<file path="src/hw/bic_map.vh">
/*
 constants for the binary io and interlock control block.
 assumes one 100 MHz clock and a synchronous active-high reset.
*/
// Notes on behaviour
// - read and report switching state of up to three switchgear objects.
// - each object status channel is two separate binary inputs.
// - one member gives open position, the other gives closed position.
// - object status shown on 4x4 indicator matrix, user placed, three used.
// - exactly one read object is controllable via open and close outputs.
// - commands come from front buttons locally or serial bus remotely.
// - read six external single channels and four internal protection channels.
// - three internal channels carry start and trip, one carries restart enable.
// - every single channel has a selectable active-high or active-low polarity.
// - external indicators optionally latch; cleared by both buttons or clear param.
// - channel mapped to open or close output gives a pulse when activated.
// - signalling outputs follow their mapped channel for as long as active; in direct mode the direct program also gates them.
// - open or close command first runs the interlocking evaluation.
// - after evaluation the command is executed or discarded.
// - interlocking operands are object status inputs and single channel states.
// - protection trip bypasses interlocking, never blocked or delayed; dropped if a pulse is already running.
// - preset interlocking schemes each tied to a preset object layout.
// - normally open and close outputs driven only by explicit commands.
// - direct output mode drives outputs from inputs and key switch without commands.
`ifndef BIC_MAP_VH
`define BIC_MAP_VH
`define BIC_CLK_MHZ 100
`define BIC_PULSE_MS 100
`define BIC_PULSE_CYC (`BIC_PULSE_MS * 1000 * `BIC_CLK_MHZ)
`define BIC_NUM_OBJ 3
`define BIC_NUM_EXT 6
`define BIC_NUM_INT 4
`define BIC_NUM_CH 10
`define BIC_ST_UNDEF_LO 2'h0
`define BIC_ST_OPEN 2'h1
`define BIC_ST_CLOSED 2'h2
`define BIC_ST_UNDEF_HI 2'h3
`define BIC_CMD_NONE 2'h0
`define BIC_CMD_OPEN 2'h1
`define BIC_CMD_CLOSE 2'h2
`define BIC_NUM_SCHEMES 4
`define BIC_SETTLE_CYC 3'h5
`endif

</file>
<file path="src/hw/bic_sync.v">
/*
 three flip-flop synchroniser for a bus of pin inputs.
 assumes the pins are asynchronous to i_clk; a change counts when stages two and three agree.
*/
`timescale 1ns/100ps
module bic_sync #(
   parameter W = 8
) (
   input wire i_clk,
   input wire i_srst,
   input wire [W-1:0] i_pin,
   output reg [W-1:0] o_val
);
   reg [W-1:0] s1_q;
   reg [W-1:0] s2_q;
   reg [W-1:0] s3_q;
   always @(posedge i_clk) begin
      if (i_srst) begin
         s1_q <= {W{1'b0}};
         s2_q <= {W{1'b0}};
         s3_q <= {W{1'b0}};
         o_val <= {W{1'b0}};
      end else begin
         s1_q <= i_pin;
         s2_q <= s1_q;
         s3_q <= s2_q;
         // bitwise: only agreed bits update
         o_val <= (s2_q & s3_q) | (o_val & (s2_q | s3_q));
      end
   end
endmodule // bic_sync

</file>
<file path="src/hw/bic_pulse.v">
/*
 fixed-length open/close pulse generator with mutual exclusion.
 assumes one clock; start requests are single-cycle pulses or, in direct mode, held levels that restart the pulse.
*/
`timescale 1ns/100ps
module bic_pulse #(
   parameter CYC = 10000000
) (
   input wire i_clk,
   input wire i_srst,
   input wire i_open,
   input wire i_close,
   output reg o_open,
   output reg o_close,
   output wire o_busy
);
   reg [31:0] cnt_q;
   assign o_busy = o_open | o_close;
   always @(posedge i_clk) begin
      if (i_srst) begin
         cnt_q <= 32'h00000000;
         o_open <= 1'b0;
         o_close <= 1'b0;
      end else if (o_busy) begin
         if (cnt_q == 32'h00000001) begin
            o_open <= 1'b0;
            o_close <= 1'b0;
         end
         cnt_q <= cnt_q - 32'h00000001;
      end else if (i_open) begin
         // open wins a tie: opening is the safe direction
         o_open <= 1'b1;
         cnt_q <= CYC;
      end else if (i_close) begin
         o_close <= 1'b1;
         cnt_q <= CYC;
      end
   end
endmodule // bic_pulse

</file>
<file path="src/hw/bic_top.v">
/*
 binary io and interlock control: object status, single channels, indicators,
 interlocked open/close commands, signalling outputs and direct output mode.
 assumes pins arrive asynchronously; command strobes and settings are on i_clk.
*/
`timescale 1ns/100ps
`include "bic_map.vh"
module bic_top #(
   parameter PULSE_CYC = `BIC_PULSE_CYC,
   parameter CTRL_OBJ = 0
) (
   input wire i_clk,
   input wire i_srst,
   input wire [5:0] i_obj_pins,
   input wire [5:0] i_ext_pins,
   input wire [3:0] i_int_sig,
   input wire i_key_remote,
   input wire i_btn_step,
   input wire i_btn_select,
   input wire i_loc_open,
   input wire i_loc_close,
   input wire i_rem_open,
   input wire i_rem_close,
   input wire [9:0] i_ch_pol_high,
   input wire [5:0] i_ext_latch_en,
   input wire i_clr_param_wr,
   input wire [7:0] i_clr_param_val,
   input wire [9:0] i_ch_to_open,
   input wire [9:0] i_ch_to_close,
   input wire [9:0] i_ch_to_sig1,
   input wire [9:0] i_ch_to_sig2,
   input wire [9:0] i_ch_to_sig3,
   input wire [1:0] i_scheme,
   input wire i_user_ilk_en,
   input wire [15:0] i_user_open_need,
   input wire [15:0] i_user_open_val,
   input wire [15:0] i_user_close_need,
   input wire [15:0] i_user_close_val,
   input wire i_direct_mode,
   input wire [15:0] i_dir_open_need,
   input wire [15:0] i_dir_open_val,
   input wire [15:0] i_dir_close_need,
   input wire [15:0] i_dir_close_val,
   input wire [15:0] i_dir_sig_need,
   input wire [15:0] i_dir_sig_val,
   input wire [3:0] i_led_pos0,
   input wire [3:0] i_led_pos1,
   input wire [3:0] i_led_pos2,
   output reg [5:0] o_obj_state,
   output reg [2:0] o_obj_undef,
   output reg [15:0] o_led_open,
   output reg [15:0] o_led_closed,
   output reg [9:0] o_ch_active,
   output reg [5:0] o_ext_led,
   output reg o_open,
   output reg o_close,
   output reg [2:0] o_signal,
   output reg o_cmd_done,
   output reg o_cmd_cancel
);
   localparam ST_IDLE = 2'h0;
   localparam ST_EVAL = 2'h1;
   localparam ST_EXEC = 2'h2;

   wire [5:0] obj_s;
   wire [5:0] ext_s;
   wire [3:0] int_s;
   wire [1:0] btn_s;
   wire key_s;
   wire p_open;
   wire p_close;
   wire p_busy;

   reg [1:0] st_q;
   reg [1:0] st_d;
   reg [1:0] cmd_q;
   reg [1:0] cmd_d;
   reg ok_q;
   reg ok_d;
   reg [9:0] ch_prev_q;
   reg [5:0] ext_lat_q;
   reg [1:0] btn_prev_q;
   reg trip_req;
   reg ilk_open_req;
   reg ilk_close_req;
   reg [9:0] ch_act;
   reg [15:0] opnd;
   reg ok_open;
   reg ok_close;
   reg sch_open;
   reg sch_close;
   reg [9:0] rise;
   reg dir_open;
   reg dir_close;
   reg [2:0] sig_d;
   reg [15:0] led_o_d;
   reg [15:0] led_c_d;
   reg clr_ev;
   reg [5:0] ext_lat_d;
   reg btn_both;
   reg param_clr;
   reg want_open;
   reg want_close;
   reg [15:0] dopnd;
   reg [2:0] sig_map;
   reg sig_gate;
   reg [1:0] st0;
   reg [1:0] st1;
   reg [1:0] st2;
   reg [2:0] settle_q;
   reg settled;
   reg [9:0] rise_mask;

   function match;
      input [15:0] need;
      input [15:0] val;
      input [15:0] x;
      begin
         match = ((x ^ val) & need) == 16'h0000;
      end
   endfunction

   function [1:0] obj_st;
      input [1:0] pair;
      begin
         // pair[0] open member, pair[1] closed member
         obj_st = pair;
      end
   endfunction

   function [15:0] pos_bit;
      input [3:0] pos;
      begin
         pos_bit = 16'h0001 << pos;
      end
   endfunction

   // both or neither contact: travelling or broken wiring
   function is_undef;
      input [1:0] st;
      begin
         is_undef = (st == `BIC_ST_UNDEF_LO) || (st == `BIC_ST_UNDEF_HI);
      end
   endfunction

   // one bank of stages for every pin so they share timing
   bic_sync #(
      .W(15)
   ) u_sync (
      .i_clk(i_clk),
      .i_srst(i_srst),
      .i_pin({i_key_remote, i_btn_select, i_btn_step, i_ext_pins, i_obj_pins}),
      .o_val({key_s, btn_s, ext_s, obj_s})
   );

   // internal channels come from logic on i_clk, so no synchroniser
   assign int_s = i_int_sig;

   always @* begin
      // polarity per channel, external then internal
      ch_act = {int_s, ext_s} ~^ i_ch_pol_high;
      // operands: six status bits, ten channel states
      opnd = {ch_act, obj_s};
      // sync stages hold zeros after reset; external edges wait until they carry pins
      settled = (settle_q == `BIC_SETTLE_CYC);
      rise_mask = {4'hF, {6{settled}}};
      rise = ch_act & ~ch_prev_q & rise_mask;
      st0 = obj_st(obj_s[1:0]);
      st1 = obj_st(obj_s[3:2]);
      st2 = obj_st(obj_s[5:4]);
      dopnd = {opnd[15:1], key_s};
      // scheme selects layout-matched fixed interlocks on the controlled object
      case (i_scheme)
         2'h0: begin
            sch_open = 1'b1;
            sch_close = 1'b1;
         end
         2'h1: begin
            // close only if objects 1 and 2 (disconnectors) are closed
            sch_open = 1'b1;
            sch_close = (obj_st(obj_s[3:2]) == `BIC_ST_CLOSED) &&
                        (obj_st(obj_s[5:4]) == `BIC_ST_CLOSED);
         end
         2'h2: begin
            // close blocked while restart enable is absent
            sch_open = 1'b1;
            sch_close = ch_act[7];
         end
         default: begin
            sch_open = 1'b1;
            sch_close = (obj_st(obj_s[3:2]) == `BIC_ST_CLOSED) && ch_act[7];
         end
      endcase
      ok_open = i_user_ilk_en ? match(i_user_open_need, i_user_open_val, opnd) : sch_open;
      ok_close = i_user_ilk_en ? match(i_user_close_need, i_user_close_val, opnd) : sch_close;
      dir_open = match(i_dir_open_need, i_dir_open_val, dopnd) &
                 (i_dir_open_need != 16'h0000);
      dir_close = match(i_dir_close_need, i_dir_close_val, dopnd) &
                  (i_dir_close_need != 16'h0000);
      // protection trip channels are internal channels 0 and 2 (bits 6 and 8)
      trip_req = |(rise & i_ch_to_open & 10'h140);
      ilk_open_req = |(rise & i_ch_to_open & ~10'h140);
      ilk_close_req = |(rise & i_ch_to_close);
      btn_both = (btn_s == 2'h3) && (btn_prev_q != 2'h3);
      param_clr = i_clr_param_wr && (i_clr_param_val <= 8'h01);
      clr_ev = btn_both || param_clr;
      ext_lat_d = ((clr_ev ? 6'h00 : ext_lat_q) | ch_act[5:0]) & i_ext_latch_en;
      led_o_d = 16'h0000;
      led_c_d = 16'h0000;
      if (obj_s[0] & ~obj_s[1]) led_o_d = led_o_d | pos_bit(i_led_pos0);
      if (obj_s[1] & ~obj_s[0]) led_c_d = led_c_d | pos_bit(i_led_pos0);
      if (obj_s[2] & ~obj_s[3]) led_o_d = led_o_d | pos_bit(i_led_pos1);
      if (obj_s[3] & ~obj_s[2]) led_c_d = led_c_d | pos_bit(i_led_pos1);
      if (obj_s[4] & ~obj_s[5]) led_o_d = led_o_d | pos_bit(i_led_pos2);
      if (obj_s[5] & ~obj_s[4]) led_c_d = led_c_d | pos_bit(i_led_pos2);
      sig_map = {|(ch_act & i_ch_to_sig3), |(ch_act & i_ch_to_sig2),
                 |(ch_act & i_ch_to_sig1)};
      sig_gate = match(i_dir_sig_need, i_dir_sig_val, dopnd);
      if (i_direct_mode) begin
         // each signalling output is also gated by the direct program
         sig_d = sig_map & {3{sig_gate}};
      end else begin
         sig_d = sig_map;
      end
      // key read through the synchroniser so a pin edge cannot split the choice
      want_open = key_s ? i_rem_open : i_loc_open;
      want_close = key_s ? i_rem_close : i_loc_close;
   end

   // command sequencer: take, evaluate, execute or cancel
   always @* begin
      st_d = st_q;
      cmd_d = cmd_q;
      ok_d = ok_q;
      case (st_q)
         ST_IDLE: begin
            if (!i_direct_mode) begin
               // mapped channel edges lose to front and serial commands and are not kept
               if (want_open) begin
                  cmd_d = `BIC_CMD_OPEN;
                  st_d = ST_EVAL;
               end else if (want_close) begin
                  cmd_d = `BIC_CMD_CLOSE;
                  st_d = ST_EVAL;
               end else if (ilk_open_req) begin
                  cmd_d = `BIC_CMD_OPEN;
                  st_d = ST_EVAL;
               end else if (ilk_close_req) begin
                  cmd_d = `BIC_CMD_CLOSE;
                  st_d = ST_EVAL;
               end
            end
         end
         ST_EVAL: begin
            ok_d = (cmd_q == `BIC_CMD_OPEN) ? ok_open : ok_close;
            st_d = ST_EXEC;
         end
         ST_EXEC: begin
            st_d = ST_IDLE;
            cmd_d = `BIC_CMD_NONE;
         end
         default: begin
            st_d = ST_IDLE;
            cmd_d = `BIC_CMD_NONE;
         end
      endcase
   end

   // trip reaches the pulse generator directly; interlocked commands only after eval
   wire pulse_open_req = trip_req ||
      (st_q == ST_EXEC && ok_q && cmd_q == `BIC_CMD_OPEN) ||
      (i_direct_mode && dir_open);
   wire pulse_close_req = (st_q == ST_EXEC && ok_q && cmd_q == `BIC_CMD_CLOSE) ||
      (i_direct_mode && dir_close);

   bic_pulse #(
      .CYC(PULSE_CYC)
   ) u_pulse (
      .i_clk(i_clk),
      .i_srst(i_srst),
      .i_open(pulse_open_req),
      .i_close(pulse_close_req),
      .o_open(p_open),
      .o_close(p_close),
      .o_busy(p_busy)
   );

   // status side: pins to indicators, plus the channel edge and settle registers that feed command requests
   always @(posedge i_clk) begin
      if (i_srst) begin
         ch_prev_q <= 10'h000;
         ext_lat_q <= 6'h00;
         btn_prev_q <= 2'h0;
         settle_q <= 3'h0;
         o_obj_state <= 6'h00;
         o_obj_undef <= 3'h0;
         o_led_open <= 16'h0000;
         o_led_closed <= 16'h0000;
         o_ch_active <= 10'h000;
         o_ext_led <= 6'h00;
         o_signal <= 3'h0;
      end else begin
         ch_prev_q <= ch_act;
         btn_prev_q <= btn_s;
         if (settle_q != `BIC_SETTLE_CYC) begin
            settle_q <= settle_q + 3'h1;
         end
         o_obj_state <= obj_s;
         o_obj_undef[0] <= is_undef(st0);
         o_obj_undef[1] <= is_undef(st1);
         o_obj_undef[2] <= is_undef(st2);
         o_led_open <= led_o_d;
         o_led_closed <= led_c_d;
         o_ch_active <= ch_act;
         // new activity wins over a clear in the same cycle
         ext_lat_q <= ext_lat_d;
         o_ext_led <= ch_act[5:0] | ext_lat_d;
         o_signal <= sig_d;
      end
   end

   // command side: sequencer state and pulse outputs
   always @(posedge i_clk) begin
      if (i_srst) begin
         st_q <= ST_IDLE;
         cmd_q <= `BIC_CMD_NONE;
         ok_q <= 1'b0;
         o_open <= 1'b0;
         o_close <= 1'b0;
         o_cmd_done <= 1'b0;
         o_cmd_cancel <= 1'b0;
      end else begin
         st_q <= st_d;
         cmd_q <= cmd_d;
         ok_q <= ok_d;
         o_open <= p_open;
         o_close <= p_close;
         o_cmd_done <= (st_q == ST_EXEC) && ok_q;
         o_cmd_cancel <= (st_q == ST_EXEC) && !ok_q;
      end
   end
endmodule // bic_top

</file>
<file path="config.mk">
export PLATFORM = sky130hd
export DESIGN_NAME = bic_top
export DESIGN_NICKNAME = d
export VERILOG_FILES = /design/src/hw/bic_sync.v /design/src/hw/bic_pulse.v /design/src/hw/bic_top.v
export VERILOG_INCLUDE_DIRS = /design/src /design/src/hw
export SDC_FILE = /design/constraint.sdc
export NUM_CORES = 1
export LEC_CHECK = 0
export ABC_AREA = 1
export BUFFER_PORTS_ARGS = -buffer_cell sky130_fd_sc_hd__buf_2
export CAP_MARGIN = 25
export CORE_MARGIN = 3
export CORE_UTILIZATION = 45
export DETAILED_ROUTE_END_ITERATION = 10
export PLACE_DENSITY = 0.8
export SYNTH_ARGS = -nofsm -noshare
export SYNTH_HDL_FRONTEND = slang
export SYNTH_SLANG_ARGS = --single-unit
</file>
<file path="constraint.sdc">
create_clock -name i_clk -period 1.54 [get_ports i_clk]
set_input_delay 0 -clock i_clk [delete_from_list [all_inputs] [get_ports i_clk]]
set_output_delay 0 -clock i_clk [all_outputs]
set_load 0.1 [all_outputs]
</file>
After elaboration in Yosys (flattened, before gate mapping):

Index checks and enable logic that the tools add are counted.

* $lt $le $gt $ge: 1
* reductions and logical operators: 43
* add/sub/neg operators: 2
* mux-type cells: 35
* equal/unequal tests: 20
* multipliers: 0
* bitwise gates (word level): 47
* div/mod/pow operators: 0
* shifts and indexed selects: 3

Operators with widths (number)
* 16-bit 2-to-1 mux: 6
* 32-bit 2-to-1 mux: 3
* 16-bit bitwise AND: 5
* 16-bit zero test: 5
* 16-bit XOR: 5
* 10-bit bitwise AND: 7
* 16-bit bitwise OR: 4
* 1-bit by 4-bit left shift with 16-bit output (first input constant): 3
* 10-bit OR reduction: 4
* 32-bit by 1-bit == test with 1-bit output (second input constant): 1
* 16-bit nonzero test: 2
* 32-bit by 1-bit subtractor with 32-bit output (second input constant): 1
* 15-bit bitwise AND: 2
* 15-bit bitwise OR: 2
* 2-bit 2-to-1 mux: 10
* 2-bit == test (second input constant): 9
* 6-bit bitwise OR: 2
* 1-bit 2-to-1 mux: 11
* 1-bit logical AND: 10
* 2-bit zero test: 5
* 10-bit inverter: 1
* 10-bit bitwise XNOR: 1
* 1-bit bitwise AND: 8
* 8-bit by 1-bit <= comparator with 1-bit output (second input constant): 1
* other kinds (23): 43

* bits in latches: 0
* ROM bits: 0
* bits in registers: 174
* memories: 0
* RAM bits: 0
* output and inout port bits: 64

Depth between registers and ports, before layout:

* depth after elaboration: 11
* mapped depth: 16
* depth with buffers taken out: 15

Modules after synthesis:

From an unflattened synthesis, not the netlist that was laid out.

* cells, all modules: 1469
* area total of the unflattened synthesis: 9840.7 um^2

By module, submodules not included
* bic_top: cells each 957, seq. area each 1601.5 um^2, area an instance 5895.7 um^2, times used 1
* bic_pulse: cells each 310, seq. area each 680.7 um^2, area an instance 2064.5 um^2, times used 1
* bic_sync: cells each 202, seq. area each 1201.2 um^2, area an instance 1880.6 um^2, times used 1

Least setup slack after synthesis:

Ideal clock, no wire load.

* path kind: reg2reg
* from: register ch_prev_q[8]
* to: register u_pulse.cnt_q[11]
* data arrival time: 2025 ps
* stages on the path, launching flop included: 10
* slack: -551 ps
* library setup time: 66 ps
* cell sequence: dfxtp_1 inv_1 nand3_2 o21ai_2 a31oi_2 nand3_2 nor2_4 inv_4 buf_12 a21oi_2

* longest elaborated chain between the ends: 9

Ends and longest elaborated chain
* start: declaration: line bic_top.v:80 `reg [9:0] ch_prev_q;`
* start signal: assignment: line bic_top.v:303 `ch_prev_q <= ch_act;`
* 10-bit inverter *: line bic_top.v:167 `rise = ch_act & ~ch_prev_q & rise_mask;`
* 10-bit bitwise AND * (2 in series): line bic_top.v:167
* 10-bit bitwise AND *
* 2-bit OR reduction *: line bic_top.v:201 `trip_req = |(rise & i_ch_to_open & 10'h140);`
* 1-bit logical OR * (2 in series): line bic_top.v:270 `wire pulse_open_req = trip_req ||`
* 32-bit 2-to-1 mux: line bic_pulse.v:30 `end else if (i_open) begin`
* 32-bit 2-to-1 mux: line bic_pulse.v:24 `end else if (o_busy) begin`
* end signal: assignment: line bic_pulse.v:29 `cnt_q <= cnt_q - 32'h00000001;`
* end: declaration: line bic_pulse.v:17 `reg [31:0] cnt_q;`

Mark *: on every way between the ends. The rest lies on a longest branch, timed or not.
A chain may end at the register's enable or synchronous reset.

Worst setup path after layout:

* from: register u_sync.o_val[8]
* to: register u_pulse.cnt_q[16]

* longest elaborated chain between the ends: 9

Ends and longest elaborated chain
* start: declaration: line bic_sync.v:12 `output reg [W-1:0] o_val`
* start signal: assignment: line bic_sync.v:22 `o_val <= {W{1'b0}};`
* start signal: assignment: line bic_sync.v:28 `o_val <= (s2_q & s3_q) | (o_val & (s2_q | s3_q));`
* 10-bit bitwise XNOR *: line bic_top.v:161 `ch_act = {int_s, ext_s} ~^ i_ch_pol_high;`
* 16-bit XOR: line bic_top.v:119 `match = ((x ^ val) & need) == 16'h0000;`
* 16-bit bitwise AND: line bic_top.v:119
* 16-bit zero test: line bic_top.v:119
* 1-bit bitwise AND: line bic_top.v:196 `dir_open = match(i_dir_open_need, i_dir_open_val, dopnd) &`
* 1-bit logical AND: line bic_top.v:272 `(i_direct_mode && dir_open);`
* 1-bit logical OR: line bic_top.v:270
* 32-bit 2-to-1 mux: line bic_pulse.v:30
* 32-bit 2-to-1 mux: line bic_pulse.v:24

Marks and branches as above.

==> flow_metrics.env <==
export IMPL_outcome="finished, violations left"
export IMPL_violations="hold timing, setup timing"
export IMPL_worstSetupStartpointType="flip-flop"
export IMPL_crit_arrival_ps=2100
export IMPL_worst_ep_required_time_ps=1910
export IMPL_min_path_type="input pin to flip-flop"
export IMPL_rsz0062_at_grt="true"
export IMPL_r2r_cells=15
export IMPL_p_per_area_nw_per_um2=894.9
export IMPL_grt_overflow=0
export IMPL_syn_avg_cell_area_sq_um=6.423
export IMPL_grtUsageTotal_pct=30.03
export IMPL_place_gp_congestion=0.9399
export IMPL_path_class="flip-flop to flip-flop"
export IMPL_fin_area_sq_um=14110
export IMPL_postSynth_asyncResetShare_pct=0
export IMPL_first_pass_iters=5
export IMPL_grt_max_degree=49
export IMPL_drv_slew=0
export IMPL_path_clk_slew_ps=80
export IMPL_wirelength_um=36610
export IMPL_whs_ps=-18.52
export IMPL_finalClockSkew_ps=8.423
export IMPL_hold_violations=1
export IMPL_viasPerCell=5.226
export IMPL_root_buffer="clkbuf_16"
export IMPL_io_buffers=338
export IMPL_rows=52
export IMPL_synth_seq_cells=174
export IMPL_drtIter0Drc=875
export IMPL_hpwl_um=27940
export IMPL_rr_startpoint="u_sync.o_val[8]"
export IMPL_min_to="o_signal[2]"
export IMPL_clock_path_buffers=2
export IMPL_grt_first_pass_wirelength_um=53750
export IMPL_fillers=1725
export IMPL_synth_fa_ha_area_share_pct=1.311
export IMPL_worst_slack_ps=-192.3
export IMPL_area_delta_synth_final_pct=47.84
export IMPL_syn_cell_area_sq_um=9544
export IMPL_layout_nets=2244
export IMPL_cts_tree="yes"
export IMPL_hold_path_cell_count=5
export IMPL_drc=0
export IMPL_synth_most_common_cell="nand2_1"
export IMPL_synth_top_family_by_area="simple AND/OR/NAND/NOR gates"
export IMPL_synth_edff_count=0
export IMPL_wl_per_cell_um=16.32
export IMPL_antenna_found_initial=4
export IMPL_utilization_pct=68.63
export IMPL_place_area_sq_um=12360
export IMPL_multi_input_area_sq_um=5400
export IMPL_ir_drop_mv=0.7459
export IMPL_fp_dieH_um=151.6
export IMPL_regArea_sq_um=3552
export IMPL_syn_nets=1772
export IMPL_cp_startpoint="u_sync.o_val[8]"
export IMPL_synth_warnings=0
export IMPL_worst_pin_slew_ps=521.8
export IMPL_die_w_um=151.6
export IMPL_synth_simple_area_share_pct=34.12
export IMPL_cts_sinks=174
export IMPL_finalCritPeriodShare_pct=112.5
export IMPL_cts_buffers_inserted=17
export IMPL_ioPinCount=340
export IMPL_syn_inst=1486
export IMPL_fmax_ghz=0.5773
export IMPL_antenna_left=0
export IMPL_cp_max_fo=14
export IMPL_synthTopCellsByCount="nand2_1 (267), inv_1 (250), nor2_1 (232)"
export IMPL_synthMuxAreaShare_pct=0
export IMPL_route_vias_total=11720
export IMPL_synth_top_cell_by_area="dfxtp_1"
export IMPL_synth_cell_type_count=46
export IMPL_clkLatencyLatePin_ps=430
export IMPL_finalSetupViolCount=38
export IMPL_ys_top_cells_by_area="dfxtp_1 (36%), nand2_1 (11%), inv_1 (9.8%), nor2_1 (9.1%), o21ai_0 (6.4%)"
export IMPL_critPathCaptureType="flip-flop"
export IMPL_rrSetupSlack_ps=-190
export IMPL_core_sq_um=20560
export IMPL_synth_flop_cell="dfxtp_1"
export IMPL_reg2reg_to="u_pulse.cnt_q[16]"
export IMPL_p_leak_nw=7.127
export IMPL_power_total_mw=12.63
export IMPL_drive_gt1_share_pct=36.33
export IMPL_synth_xor_area_share_pct=0.9177
export IMPL_hp_start="i_ch_to_sig3[7]"
export IMPL_post_route_min_period_ps=1732
export IMPL_ys_seq_area_share_pct=36.50
export IMPL_die_area_sq_um=22990
export IMPL_yosys_area_top_type_share_pct=36.50
export IMPL_htreeDepth=4
export IMPL_grt_pass1_vias=10590
export IMPL_start_util_pct=46.42
export IMPL_synth_compound_area_share_pct=14.22
export IMPL_slew_headroom_pct=65.09
export IMPL_max_cap_viol_count=0
-- final cells by class --
cell class | instances | area share [%]
well taps | 270 | 2.394
inverters | 259 | 7.050
clock inverters | 15 | 1.250
clock buffers | 17 | 3.015
repair inverters | 3 | 0.2217
flip-flops and latches | 174 | 25.18
multi-input cells | 1001 | 38.27
repair buffers | 502 | 22.59
diodes | 2 | 0.03547
-- repair_timing --
action                     in CTS  in global routing
gates cloned                    3                  0
pin swaps                      21                 48
setup endpoints to repair      50                 66
buffers inserted                9                  9
hold buffers                   32                  5
gates resized for setup        79                141
hold endpoints to repair       35                  2
-- sequential cells by signal, summed over array words and instances, names as in the netlist, 2 cells and up --
register and cells:
ext_lat_q 6, settle_q 3, o_obj_state 6, u_sync.s3_q 15
btn_prev_q 2, o_obj_undef 3, st_q 2, u_pulse.cnt_q 32
cmd_q 2, o_ext_led 6, o_led_closed 16, o_led_open 16
u_sync.s1_q 15, u_sync.s2_q 15, o_signal 3, u_sync.o_val 15
ch_prev_q 10
-- how the worst max path moves through the flow --
stage / endpoint / slack (ps) / depth (start not counted)
finish: u_pulse.cnt_q[16] / -190 / 15
global route: u_pulse.cnt_q[25] / -310 / 11
floorplan: u_pulse.cnt_q[13] / -20 / 9
global placement: ok_q / -310 / 12
detailed placement: ok_q / -430 / 12
CTS: ok_q / -240 / 12
-- per-stage QoR --
stage,instances,TNS (ps),setup slack [ps]
finish,2243,-5642,-192.3
global route,2241,-9235,-309.9
CTS,2229,-5712,-237.2
detailed placement,2155,-10080,-425.5
global placement,2155,-9535,-308.3
floorplan,1486,-255.6,-22.53
-- worst max-delay path: stages, from the launching register on --
cell,delay [ps]
dfxtp_4,390
inv_4,60
nand2_4,70
nand2_4,60
nand2_2,60
nand3_2,60
nand2_1,60
inv_1,40
nand2_1,60
nor2_1,50
nand2_1,100
nand3_2,120
nor2_4,180
buf_12,170
nand2_1,80
a21oi_2,120
-- routing by layer --
metal / GRT usage [%] / part of all wire (%) / up-vias
li1: - / - / 5692
met1: 36.21 / 37 / 5294
met2: 52.06 / 49 / 623
met3: 7.615 / 10 / 106
met4: 10.33 / 3.8 / 8
met5: 0 / 0.14 / -
-- cell families (layout without fill, tap and decap cells) --
family	Yosys count	after routing
compound gates	239	239
xor+xnor	10	10
fa+ha+maj	10	10
buf+inv	311	796
flops	174	174
other cells	0	2
simple gates	742	742
-- placed cells by master (no fill, tap or decap), types with 35 or more instances in the layout --
| cell type | count |
|---|---|
| buf_2 | 337 |
| buf_4 | 105 |
| o21ai_0 | 87 |
| nand2_1 | 238 |
| inv_1 | 237 |
| a21oi_1 | 56 |
| nor2_1 | 208 |
| nand4_1 | 46 |
| dfxtp_1 | 143 |
| dlygate4sd3_1 | 37 |
| nand3_1 | 99 |
| o21ai_1 | 35 |
-- power by group --
group	internal (mW)	switching [mW]	total, mW
Combinational	1.40	2.09	3.50
Clock	2.19	2.13	4.32
Sequential	4.68	0.132	4.81
Total	8.28	4.35	12.6
(Power assumes the default switching activity.)
